$ cat src/design/switch_defs.svh
`ifndef SWITCH_DEFS_SVH
`define SWITCH_DEFS_SVH

// port counts and path widths
`define SW_NUM_M        4
`define SW_NUM_S        3
`define SW_ADDR_W       32
`define SW_DATA_W       64
`define SW_PRIO_W       2

// address decode field: top nibble selects the region
`define SW_DEC_HI       31
`define SW_DEC_LO       28
`define SW_REG_FLASH    4'h0
`define SW_REG_SRAM     4'h4
`define SW_REG_BRIDGE   4'hc

// slave port numbers
`define SW_S_FLASH      2'h0
`define SW_S_SRAM       2'h1
`define SW_S_BRIDGE     2'h2

// reset values
`define SW_RR_LAST_RST  2'h0

`endif

$ cat src/design/switch_pkg.sv
package switch_pkg;

    typedef enum logic [1:0]
    {
        SLOT_IDLE = 2'b00,
        SLOT_BUSY = 2'b01,
        SLOT_DONE = 2'b10
    } slot_state_t;

endpackage

$ cat src/design/addr_region_decode.sv
`timescale 1ns/100ps
`include "switch_defs.svh"

module addr_region_decode
(
    // request address
    input  wire logic [`SW_ADDR_W-1:0] addr,
    // decoded slave port
    output logic      [1:0]            sel,
    output logic                       hit
);

    always_comb
    begin
        sel = `SW_S_BRIDGE;
        hit = 1'b1;
        case (addr[`SW_DEC_HI:`SW_DEC_LO])
            `SW_REG_FLASH:  sel = `SW_S_FLASH;
            `SW_REG_SRAM:   sel = `SW_S_SRAM;
            `SW_REG_BRIDGE: sel = `SW_S_BRIDGE;
            default:        hit = 1'b0;
        endcase
    end

endmodule

$ cat src/design/slave_port_arbiter.sv
`timescale 1ns/100ps
`include "switch_defs.svh"

module slave_port_arbiter
#(
    parameter int NM = `SW_NUM_M,
    parameter int PW = `SW_PRIO_W + 1,
    parameter int IW = $clog2(NM)
)
(
    // clock and reset
    input  wire logic                   core_clk,
    input  wire logic                   arst_n,
    // contenders
    input  wire logic [NM-1:0]          req,
    input  wire logic [NM-1:0][PW-1:0]  prio,
    input  wire logic                   rr_mode,
    input  wire logic                   take,
    // winner
    output logic      [IW-1:0]          grant,
    output logic                        any
);

    // the scan needs an index of at least one bit
    if (NM < 2 || PW < 1)
        $error("slave_port_arbiter: needs two contenders and a priority");

    logic [IW-1:0] last_ff;
    logic [PW-1:0] best;
    logic [IW-1:0] idx;

    // rr scans from the slot after the last winner; the strict compare
    // keeps the first one found among equals
    always_comb
    begin
        grant = '0;
        any   = 1'b0;
        best  = '0;
        idx   = '0;
        for (int k = 1; k <= NM; k++)
        begin
            if (rr_mode)
                idx = IW'((int'(last_ff) + k) % NM);
            else
                idx = IW'(k - 1);
            if (req[idx] && (!any || prio[idx] > best))
            begin
                any   = 1'b1;
                best  = prio[idx];
                grant = idx;
            end
        end
    end

    always_ff @(posedge core_clk or negedge arst_n)
    begin
        if (!arst_n)
            last_ff <= IW'(`SW_RR_LAST_RST);
        else if (take && any)
            last_ff <= grant;
    end

endmodule

$ cat src/design/multi_port_switch.sv
`timescale 1ns/100ps
`include "switch_defs.svh"

module multi_port_switch
#(
    parameter int NM = `SW_NUM_M,
    parameter int NS = `SW_NUM_S,
    parameter int AW = `SW_ADDR_W,
    parameter int DW = `SW_DATA_W,
    parameter int PW = `SW_PRIO_W
)
(
    // clock and reset
    input  wire logic                  core_clk,
    input  wire logic                  arst_n,
    // arbitration control
    input  wire logic                  rr_mode,
    input  wire logic [NM-1:0][PW-1:0] prio_level,
    input  wire logic [NM-1:0]         prio_elevate,
    // master ports: 0 core fetch, 1 core data, 2 dma, 3 network
    input  wire logic [NM-1:0]         m_req,
    input  wire logic [NM-1:0]         m_lock,
    input  wire logic [NM-1:0]         m_we,
    input  wire logic [NM-1:0][AW-1:0] m_addr,
    input  wire logic [NM-1:0][DW-1:0] m_wdata,
    output logic      [NM-1:0]         m_ack,
    output logic      [NM-1:0]         m_err,
    output logic      [NM-1:0][DW-1:0] m_rdata,
    // slave ports: 0 flash, 1 sram, 2 peripheral bridge
    output logic      [NS-1:0]         s_req,
    output logic      [NS-1:0]         s_we,
    output logic      [NS-1:0][AW-1:0] s_addr,
    output logic      [NS-1:0][DW-1:0] s_wdata,
    input  wire logic [NS-1:0]         s_ack,
    input  wire logic [NS-1:0][DW-1:0] s_rdata
);

    localparam int IW = $clog2(NM);

    // the decoder and port numbering are fixed to this map
    if (NM != `SW_NUM_M || NS != `SW_NUM_S)
        $error("multi_port_switch: port counts must be 4 masters, 3 slaves");
    if (AW != `SW_ADDR_W || DW != `SW_DATA_W)
        $error("multi_port_switch: paths must be 32-bit address, 64-bit data");
    if (PW < 1)
        $error("multi_port_switch: priority level needs at least one bit");

    ////////////////////////////////////////////////////////////////////////
    // per-master decode and effective priority

    logic [NM-1:0][1:0]    m_sel;
    logic [NM-1:0]         m_hit;
    logic [NM-1:0]         m_live;
    logic [NM-1:0][PW:0]   eff_prio;

    for (genvar m = 0; m < NM; m++)
    begin : g_mdec
        addr_region_decode u_dec
        (
            .addr (m_addr[m]),
            .sel  (m_sel[m]),
            .hit  (m_hit[m])
        );

        // the ack cycle is the one in which the master drops or swaps
        // its request, so it never counts as a fresh one
        assign m_live[m] = m_req[m] && !m_ack[m];

        // elevation sits above every programmed level; in rr mode only
        // the elevation bit counts so the rest share one level
        always_comb
        begin
            eff_prio[m] = {prio_elevate[m], prio_level[m]};
            if (rr_mode)
                eff_prio[m] = {prio_elevate[m], {PW{1'b0}}};
        end
    end

    ////////////////////////////////////////////////////////////////////////
    // slave ports, each with its own arbiter and owner

    logic [NS-1:0]          done_ev;
    logic [NS-1:0][IW-1:0]  owner;

    for (genvar s = 0; s < NS; s++)
    begin : g_slv
        switch_pkg::slot_state_t state_ff;
        logic [IW-1:0]  owner_ff;
        logic           locked_ff;
        logic           lock_req_ff;
        logic [NM-1:0]  want;
        logic [IW-1:0]  win;
        logic           win_any;
        logic           own_wants;
        logic           take;
        logic [IW-1:0]  pick;
        logic           start;

        always_comb
        begin
            for (int m = 0; m < NM; m++)
                want[m] = m_live[m] && m_hit[m] && (m_sel[m] == 2'(s));
        end

        assign own_wants = locked_ff && want[owner_ff];
        // a locked port ignores everyone but its owner
        assign take = (state_ff == switch_pkg::SLOT_IDLE) && !locked_ff
                      && win_any;

        // the lock owner goes first, otherwise the arbiter's winner
        assign pick  = own_wants ? owner_ff : win;
        assign start = (state_ff == switch_pkg::SLOT_IDLE)
                       && (own_wants || take);

        slave_port_arbiter #(.NM(NM), .PW(PW + 1)) u_arb
        (
            .core_clk (core_clk),
            .arst_n   (arst_n),
            .req      (want),
            .prio     (eff_prio),
            .rr_mode  (rr_mode),
            .take     (take),
            .grant    (win),
            .any      (win_any)
        );

        assign done_ev[s] = (state_ff == switch_pkg::SLOT_BUSY) && s_ack[s];
        assign owner[s]   = owner_ff;

        // slot sequencing
        always_ff @(posedge core_clk or negedge arst_n)
        begin
            if (!arst_n)
                state_ff <= switch_pkg::SLOT_IDLE;
            else
            begin
                case (state_ff)
                    switch_pkg::SLOT_IDLE:
                    begin
                        if (start)
                            state_ff <= switch_pkg::SLOT_BUSY;
                    end
                    switch_pkg::SLOT_BUSY:
                    begin
                        if (s_ack[s])
                            state_ff <= switch_pkg::SLOT_DONE;
                    end
                    // one quiet cycle lets the master see its ack and
                    // drop the request before it could be reissued
                    switch_pkg::SLOT_DONE:
                        state_ff <= switch_pkg::SLOT_IDLE;
                    default:
                        state_ff <= switch_pkg::SLOT_IDLE;
                endcase
            end
        end

        // owner and its lock wish are captured as the slot starts
        always_ff @(posedge core_clk or negedge arst_n)
        begin
            if (!arst_n)
            begin
                owner_ff    <= '0;
                lock_req_ff <= 1'b0;
            end
            else if (start)
            begin
                owner_ff    <= pick;
                lock_req_ff <= m_lock[pick];
            end
        end

        // strobe rises as the slot starts and falls on the answer
        always_ff @(posedge core_clk or negedge arst_n)
        begin
            if (!arst_n)
                s_req[s] <= 1'b0;
            else if (start)
                s_req[s] <= 1'b1;
            else if (s_ack[s])
                s_req[s] <= 1'b0;
        end

        // fields stay put from the start until the answer
        always_ff @(posedge core_clk or negedge arst_n)
        begin
            if (!arst_n)
            begin
                s_we[s]    <= 1'b0;
                s_addr[s]  <= '0;
                s_wdata[s] <= '0;
            end
            else if (start)
            begin
                s_we[s]    <= m_we[pick];
                s_addr[s]  <= m_addr[pick];
                s_wdata[s] <= m_wdata[pick];
            end
        end

        // ownership survives the answer while the winner keeps its lock
        always_ff @(posedge core_clk or negedge arst_n)
        begin
            if (!arst_n)
                locked_ff <= 1'b0;
            else if (done_ev[s])
                locked_ff <= lock_req_ff;
        end
    end

    ////////////////////////////////////////////////////////////////////////
    // answers back to the masters

    for (genvar m = 0; m < NM; m++)
    begin : g_ret
        logic          nxt_ack;
        logic          nxt_err;
        logic [DW-1:0] nxt_rdata;

        // each master is owed at most one answer at a time, so slaves
        // never collide on a master's return path
        always_comb
        begin
            nxt_ack   = 1'b0;
            nxt_err   = 1'b0;
            nxt_rdata = m_rdata[m];
            if (m_live[m] && !m_hit[m])
            begin
                nxt_ack   = 1'b1;
                nxt_err   = 1'b1;
                nxt_rdata = '0;
            end
            for (int s = 0; s < NS; s++)
            begin
                if (done_ev[s] && owner[s] == IW'(m))
                begin
                    nxt_ack   = 1'b1;
                    nxt_rdata = s_rdata[s];
                end
            end
        end

        // read data is held between answers, so a slow master may
        // pick it up after the ack pulse has gone
        always_ff @(posedge core_clk or negedge arst_n)
        begin
            if (!arst_n)
            begin
                m_ack[m]   <= 1'b0;
                m_err[m]   <= 1'b0;
                m_rdata[m] <= '0;
            end
            else
            begin
                m_ack[m]   <= nxt_ack;
                m_err[m]   <= nxt_err;
                m_rdata[m] <= nxt_rdata;
            end
        end
    end

    // port order above is the master and slave allocation
    // a channel copy is simply another instance; nothing is shared

endmodule

$ cat config.mk
export PLATFORM = sky130hd
export DESIGN_NAME = multi_port_switch
export DESIGN_NICKNAME = d
export VERILOG_FILES = /design/src/design/switch_pkg.sv /design/src/design/addr_region_decode.sv /design/src/design/slave_port_arbiter.sv /design/src/design/multi_port_switch.sv
export VERILOG_INCLUDE_DIRS = /design/src /design/src/design
export SDC_FILE = /design/constraint.sdc
export NUM_CORES = 1
export LEC_CHECK = 0
export BUFFER_PORTS_ARGS = -buffer_cell sky130_fd_sc_hd__clkbuf_2
export CAP_MARGIN = 25
export CORE_AREA = 2 2 450 452
export CTS_CLUSTER_DIAMETER = 100
export DETAILED_ROUTE_END_ITERATION = 12
export DIE_AREA = 0 0 452 454
export GPL_TIMING_DRIVEN = 1
export PLACE_DENSITY = 0.41
export RECOVER_POWER = 25
export SYNTH_ARGS = -nofsm -noshare
export SYNTH_HDL_FRONTEND = slang
export SYNTH_HIERARCHICAL = 1
export SYNTH_SLANG_ARGS = --single-unit
$ cat constraint.sdc
create_clock -name core_clk -period 9.5 [get_ports core_clk]
set_clock_uncertainty 0.15 [all_clocks]
set_input_delay 1.425 -clock core_clk [delete_from_list [all_inputs] [get_ports core_clk]]
set_output_delay 1.425 -clock core_clk [all_outputs]
set_load 0.05 [all_outputs]
==> summary.txt, run 1 <==
Starting Density: 0.2086
Mapped Area: 41,900 um2
CTS root buf: clkbuf_16
Simple-gate share of the synthesized area: 0.1494
Pin count of the biggest net entering global routing: 175
Num CTS Buffers: 84
Pleak: 23.34 nW
Hold Fails Final Rpt: 0
Final setup TNS: 0 ns
Slowest stage delay, CP: 0.59 ns
Net Sw Power: 11.88 mW
Total track usage: 0.2456
CP max stage cell: o21a_4
Via Count: 47,060
Final period utilization: 0.9160
Fin util: 0.2691
Floorplan core area: 200,900 um2
# DRC: 0
Gate Count Post-Synth: 4,881
Nets: 6,421
Peak VDD IR: 0.0002098 V
Pre-CTS WS: 0.1610 ns
Failing checks: capacitance limit, slew limit
Share of the synthesized area in the top cell type: 0.3476
Slew HR: -2.488
Yosys top cell by area: dfrtp_1
Port-buffer cells: 1,163
Post-DP HPWL: 184.0 mm
Max Slew Vio Count: 262
Worst Hold Class: register to register
DRT antenna net count: 0
Vias in the first global route: 44,620
# rows: 165
Share of cells above drive strength 1: 0.3257
Setup crit start kind: input port
Chip Width: 452 um
Switching Share: 0.5709
Arr. time, crit path: 9.13 ns
Worst slew pin tran: 5.232 ns
CP Buf/Inv Count: 5
Post-Synth Adder-Cell Area: 0.008063
Clk pwr share: 0.159
Compound-Gate Fraction of Synth Area: 0.2683
Pre-antenna DRT Iters: 7
Avg Inst Size Synth: 8.584 um2
Placed cell areas: 51,120 um2
DIE AREA: 205,200 um2
Vias per Instance: 5.485
Synth Net Count: 5,514
PwrDens: 385.0 nW/um2
Synthesis-to-layout area growth: 29.03%
Final Setup Violations: 0
Number of fill cells in the layout: 21,790
Hold Buf Count CTS: 0
Die Ht: 454 um
Yosys reg bits: 582
Gr ovfl total: 0
Comb power frac: 0.619
Sequential group share of total power: 0.222
Mux contribution to synthesized area: 0.1669
Pint: 8.930 mW
Routed WL: 265.8 mm
Netlist cell types: 71
Setup WS post-layout: 0.7976 ns
Post CTS Setup Buffer Count: 0
Setup crit end kind: register
# IOs: 1,164
Number of synthesized flops with an enable pin: 0
Initial antenna violation count: 85
Initial DRC count: 4,539
XOR/XNOR share of the synthesized area: 0
Outcome: finished, violations left
H-tree depth: 3
Max Cap Violations: 4
CP Class: input port to register
CTS tree: done
Overall power: 20.81 mW
First-pass GRT wire length: 366.0 mm
RSZ-0062 raised after global routing: no
Clock transition at the registers of the reported paths: 0.05 ns
Post-synth ARST share: 1.000
Yosys Warn Count: 6
Worst-skew pair later-pin latency: 0.72 ns
Critical-path maximum fanout: 24
Final instance area: 54,060 um2
CP required: 9.93 ns
Fin crit period: 8.702 ns
Main synth FF type: dfrtp_1
Post-CTS sizing: 0
CTS Buffer Depth: 3
Largest family of logic cells by synthesized area: compound AO/OA/AOI/OAI gates
Maximum clock frequency: 0.1149 GHz
Clk sinks: 582
Placer Congestion: 0.8975
Seq/Total Area, Yosys: 0.3476
Largest cells by area after synthesis: dfrtp_1 (35%), mux2_2 (9.9%), mux2i_1 (5.4%), nor2_1 (4.6%), a21oi_1 (4.0%)
Most used cell, CP: o21ai_0
Routed WL per cell: 30.98 um
Worst path top cell family by delay: compound AO/OA/AOI/OAI gates
flip-flops by register name (all words and copies together) (netlist names), 4 cells and up:
name,cells
m_rdata,256
s_wdata,192
m_err,4
m_ack,4
g_slv.state_ff,6
g_slv.owner_ff,6
g_slv.u_arb/last_ff,6
s_addr,96
per-layer routing:
layer	routed length, um	GRT usage
met5	189	0
met4	14170	0.1268
met3	20480	0.05833
met2	125700	0.4025
met1	105200	0.2988
cells in the final DEF (no fill, tap or decap), drive strengths merged, types with 102 or more instances in the layout:
master,count
inv,161
nor2,513
a32oi,111
nor2b,132
a22oi,139
nor3,112
mux2,367
a21oi,339
dfrtp,582
o21ai,241
a221oi,128
buf,148
nand2,436
o22ai,206
clkbuf,1285
nand2b,111
mux2i,225
a31oi,102
cell families after synthesis:
group           after synthesis
compound gates             1625
fa+ha+maj                    27
buf+inv                     649
flops                       582
mux                         619
simple gates               1379
worst reg2reg max path, delay by kind of cell (launching register included):
| family | cells | cell delay, ns |
|---|---|---|
| buffers and inverters | 4 | 0.84 |
| adder cells (fa/ha/maj) | 3 | 0.87 |
| AND/OR/NAND/NOR | 7 | 1.58 |
| AO/OA/AOI/OAI | 16 | 3.81 |
| flip-flops | 1 | 0.40 |
power by group through the flow:
| stage | Clock, mW | Sequential [mW] | Combinational, mW |
|---|---|---|---|
| after floorplan | 0 | 8.17 | 4.69 |
| after CTS | 3.38 | 4.59 | 12.9 |
| after global placement | 0 | 4.60 | 12.8 |
| after detailed placement | 0 | 4.61 | 12.9 |
| final | 3.30 | 4.62 | 12.9 |
| after global routing | 3.48 | 4.73 | 13.6 |
synth_stat cells, types with 29 or more instances:
library cell and n:
a221oi_1 128, o311ai_0 88, nand2_1 436, mux2_2 367, nand2b_1 111, a221o_1 101, a22oi_1 139, buf_2 29
buf_1 42, o221ai_1 97, a21oi_1 339, nor2_1 509, nor3_1 112, inv_1 155, a32oi_1 111, dfrtp_1 582
a31oi_1 102, nor2b_1 132, o22ai_1 206, mux2i_1 225, clkbuf_1 418, o21ai_0 235
final timing paths:
| check | startpoint | to | slack, ns | depth (start not counted) |
|---|---|---|---|---|
| min | s_req[2] | s_req[2] | 0.33 | 1 |
| max in group asynchronous | arst_n | s_addr[21] | 1.53 | 2 |
| max reg2reg | m_ack[2] | s_addr[53] | 1.72 | 30 |
| min reg2reg | s_req[2] | s_req[2] | 0.33 | 1 |
| max | m_addr[93] | s_addr[53] | 0.80 | 32 |
| min in group asynchronous | arst_n | s_wdata[21] | 2.43 | 1 |
final cells by class:
type                    count  area, um2  area share
diodes                     58      145.1    0.002685
clock buffers             119       2445     0.04523
clock inverters            28      364.1    0.006735
inverters                 156      585.6     0.01083
multi-input cells        3650      25150      0.4653
flip-flops and latches    582      14570      0.2696
well taps                2672       3343     0.06184
repair buffers           1314       7452      0.1379
metrics by stage:
stage,hold slack (ns),std cells
3_5_place_dp,0.3240,8373
2_1_floorplan,0.2886,4881
6_report,0.3338,8579
4_1_cts,0.3370,8520
5_1_grt,0.3574,8565
3_3_place_gp,0.3236,8372
Power figures use the tool's default switching activity.
==> inputs of run 2 (changes only) <==
--- a/config.mk
+++ b/config.mk
@@ -8,11 +8,13 @@
 export LEC_CHECK = 0
+export ABC_AREA = 1
 export BUFFER_PORTS_ARGS = -buffer_cell sky130_fd_sc_hd__clkbuf_2
 export CAP_MARGIN = 25
-export CORE_AREA = 2 2 450 452
+export CORE_AREA = 2 2 455 457
 export CTS_CLUSTER_DIAMETER = 100
 export DETAILED_ROUTE_END_ITERATION = 12
-export DIE_AREA = 0 0 452 454
+export DIE_AREA = 0 0 457 459
 export GPL_TIMING_DRIVEN = 1
-export PLACE_DENSITY = 0.41
+export PLACE_DENSITY = 0.39
 export RECOVER_POWER = 25
+export SLEW_MARGIN = 20
 export SYNTH_ARGS = -nofsm -noshare
==> constraint.sdc (replaced) <==
create_clock -name core_clk -period 9.5 [get_ports core_clk]
set_clock_uncertainty 0.15 [all_clocks]
set_input_delay 2.375 -clock core_clk [delete_from_list [all_inputs] [get_ports core_clk]]
set_output_delay 2.375 -clock core_clk [all_outputs]
set_load 0.05 [all_outputs]
==> summary.txt, run 2 <==
DIE AREA: 209,800 um2 (+2.2%)
Number of synthesized flops with an enable pin: 0 (unchanged)
Failing checks: capacitance limit, slew limit
Mapped Area: 40,290 um2 (-3.8%)
Worst Hold Class: register to register
Setup crit start kind: input port
# rows: 167 (+1.2%)
CP max stage cell: nand2_4
Pint: 9.165 mW (+2.6%)
Netlist cell types: 35 (-51%)
Synth Net Count: 6,834 (+24%)
Largest regs: m_rdata: 256 flops, s_wdata: 192 flops, s_addr: 96 flops
Comb power frac: 0.650 (+0.031)
Yosys reg bits: 582 (unchanged)
Gate Count Post-Synth: 6,201 (+27%)
Max reg flops: 256 (unchanged)
Seq/Total Area, Yosys: 0.3615 (+0.01387)
H-tree depth: 3 (unchanged)
Num CTS Buffers: 87 (+3.6%)
Initial DRC count: 5,174 (+14%)
Maximum clock frequency: 0.1212 GHz (+5.5%)
First-pass GRT wire length: 366.5 mm (+0.13%)
Slowest stage delay, CP: 0.47 ns (-0.12 ns)
Setup crit end kind: register
R2R Path End: s_wdata[84]
Most common cell after layout, fill and taps aside: nand2_1
Yosys Warn Count: 6 (unchanged)
Most numerous cell in the Yosys netlist: nand2_1
Reg-to-reg startpoint: m_ack[3]
Routed WL per cell: 26.31 um (-15%)
Post CTS Setup Buffer Count: 0 (unchanged)
Net Sw Power: 13.72 mW (+15%)
Overall power: 22.89 mW (+10%)
CTS Buffer Depth: 3 (unchanged)
Vias in the first global route: 46,220 (+3.6%)
CTS tree: done
Share of cells above drive strength 1: 0.2192 (-0.1065)
Initial antenna violation count: 82 (-3.5%)
Hold Buf Count CTS: 0 (unchanged)
Pre-antenna DRT Iters: 8 (+1)
Share of the synthesized area in the top cell type: 0.3615 (+0.01387)
Floorplan core area: 205,600 um2 (+2.4%)
Chip Width: 457 um (+1.1%)
Nets: 7,762 (+21%)
Slew HR: -2.233 (+0.2556)
Crit path from: m_addr[127]
Clock transition at the registers of the reported paths: 0.06 ns (about the same)
Clk sinks: 582 (unchanged)
CP Buf/Inv Count: 6 (+1)
PwrDens: 436.8 nW/um2 (+13%)
Final Setup Violations: 0 (unchanged)
Pleak: 27.65 nW (+18%)
Most used cell, CP: nand2_1
Yosys top cell by area: dfrtp_1
Post-DP HPWL: 186.2 mm (+1.2%)
Avg Inst Size Synth: 6.497 um2 (-24%)
# DRC: 0 (unchanged)
Starting Density: 0.1959 (-0.01262)
Routed WL: 261.9 mm (-1.5%)
Max Cap Violations: 3 (-1)
Worst-skew pair later-pin latency: 0.73 ns (about the same)
Fin crit period: 8.248 ns (-0.4541 ns)
Max Slew Vio Count: 147 (-44%)
CP required: 10.01 ns (+0.08 ns)
Gr ovfl total: 0 (unchanged)
Critical-path maximum fanout: 26 (+8.3%)
# IOs: 1,164 (unchanged)
Final period utilization: 0.8682 (-0.04780)
RSZ-0062 raised after global routing: no
Peak VDD IR: 0.0002309 V (+10%)
Final setup TNS: 0 ns (unchanged)
Arr. time, crit path: 8.76 ns (-0.37 ns)
R2R Setup Slk: 3.04 ns (+1.32 ns)
Sequential group share of total power: 0.195 (-0.027)
Clk pwr share: 0.155 (-0.004)
DRT antenna net count: 0 (unchanged)
CTS root buf: clkbuf_16
CP Class: input port to register
WP depth: 44 (+38%)
Vias per Instance: 4.939 (-10%)
Worst slew pin tran: 4.849 ns (-0.3833 ns)
Worst path top cell family by delay: simple AND/OR/NAND/NOR gates
Via Count: 49,150 (+4.4%)
Die Ht: 459 um (+1.1%)
Largest cells by area after synthesis: dfrtp_1 (36%), nand2_1 (22%), nand3_1 (20%), o211ai_1 (4.8%), inv_1 (4.4%)
Placer Congestion: 0.9142 (+1.9%)
Setup crit end: s_wdata[184]
Total track usage: 0.2398 (-0.005865)
Hold Fails Final Rpt: 0 (unchanged)
Synthesis-to-layout area growth: 30.06%
Number of fill cells in the layout: 23,220 (+6.5%)
Main synth FF type: dfrtp_1
Port-buffer cells: 1,163 (unchanged)
Post-synth ARST share: 1.000 (unchanged)
Switching Share: 0.5995 (+0.02866)
Outcome: finished, violations left
Register-to-Register Path Depth: 42 (+40%)
Pin count of the biggest net entering global routing: 145 (-17%)
Post-CTS sizing: 0 (unchanged)
Post-synth top cells: nand2_1 (2,374), nand3_1 (1,587), dfrtp_1 (582)
Most frequent cells in the layout: nand2_1 (2,371), nand3_1 (1,586), clkbuf_2 (1,157)
Top reg by flops: m_rdata
[run 2: worst min-delay path by stage]
| stage | from | to | cells after the start |
|---|---|---|---|
| after floorplan | g_slv[2].lock_req_ff | g_slv[2].lock_req_ff | 2 |
| after global placement | s_addr[82] | s_addr[82] | 2 |
| after detailed placement | s_wdata[38] | s_wdata[38] | 2 |
| after CTS | s_wdata[44] | s_wdata[44] | 2 |
| after global routing | m_rdata[239] | m_rdata[239] | 2 |
| final | s_addr[82] | s_addr[82] | 2 |
[run 2: final cells by class]
class	count	area, um2	area share
diodes	44	110.1	0.002101
clock buffers	134	2614	0.04988
clock inverters	29	426.7	0.008143
inverters	489	1847	0.03525
multi-input cells	4667	22110	0.4220
flip-flops and latches	582	14560	0.2780
well taps	2704	3383	0.06457
repair buffers	1302	7342	0.1401
[run 2: metal layers]
layer  GRT usage  wire (um)  vias to the layer above
li1            -          -                    22190
met3     0.07015      25060                      466
met5           0        211                        -
met2      0.3845     119000                     2597
met4      0.1205      14970                       38
met1      0.2917     102600                    23850
[run 2: logic make-up after synthesis]
kind of cell               Yosys count  share of synthesized area
and+or+nand+nor                   4234                     0.4644
buffers and inverters              952                    0.09624
DFF                                582                     0.3615
AOI/OAI and AO/OA                  406                    0.06950
adders and majority gates           27                   0.008385
[run 2: tightest hold or removal path, stage by stage (launching register included)]
cell and delay (ns):
dfrtp_1 0.34, nand2_1 0.06, nand2_1 0.05
[run 2: power by group through the flow]
stage,Clock [mW],Combinational (mW),Sequential (mW)
3_5_place_dp,0,14.8,4.48
2_1_floorplan,0,5.93,7.81
6_report,3.54,14.9,4.46
4_1_cts,3.63,14.9,4.47
3_3_place_gp,0,14.8,4.48
5_1_grt,3.71,15.9,4.57
[run 2: stage by stage]
step / hold WS [ns] / instances / instance area, um2 / util / setup slack [ns]
after global routing: 0.3477 / 9939 / 52370 / 0.2547 / 0.6492
after floorplan: 0.2992 / 6201 / 40290 / - / 2.263
after global placement: 0.3131 / 9743 / 49260 / 0.2396 / 0.6667
after detailed placement: 0.3150 / 9744 / 49290 / 0.2397 / 0.6317
after CTS: 0.3307 / 9907 / 52330 / 0.2545 / 1.443
final: 0.3260 / 9951 / 52400 / 0.2548 / 1.252
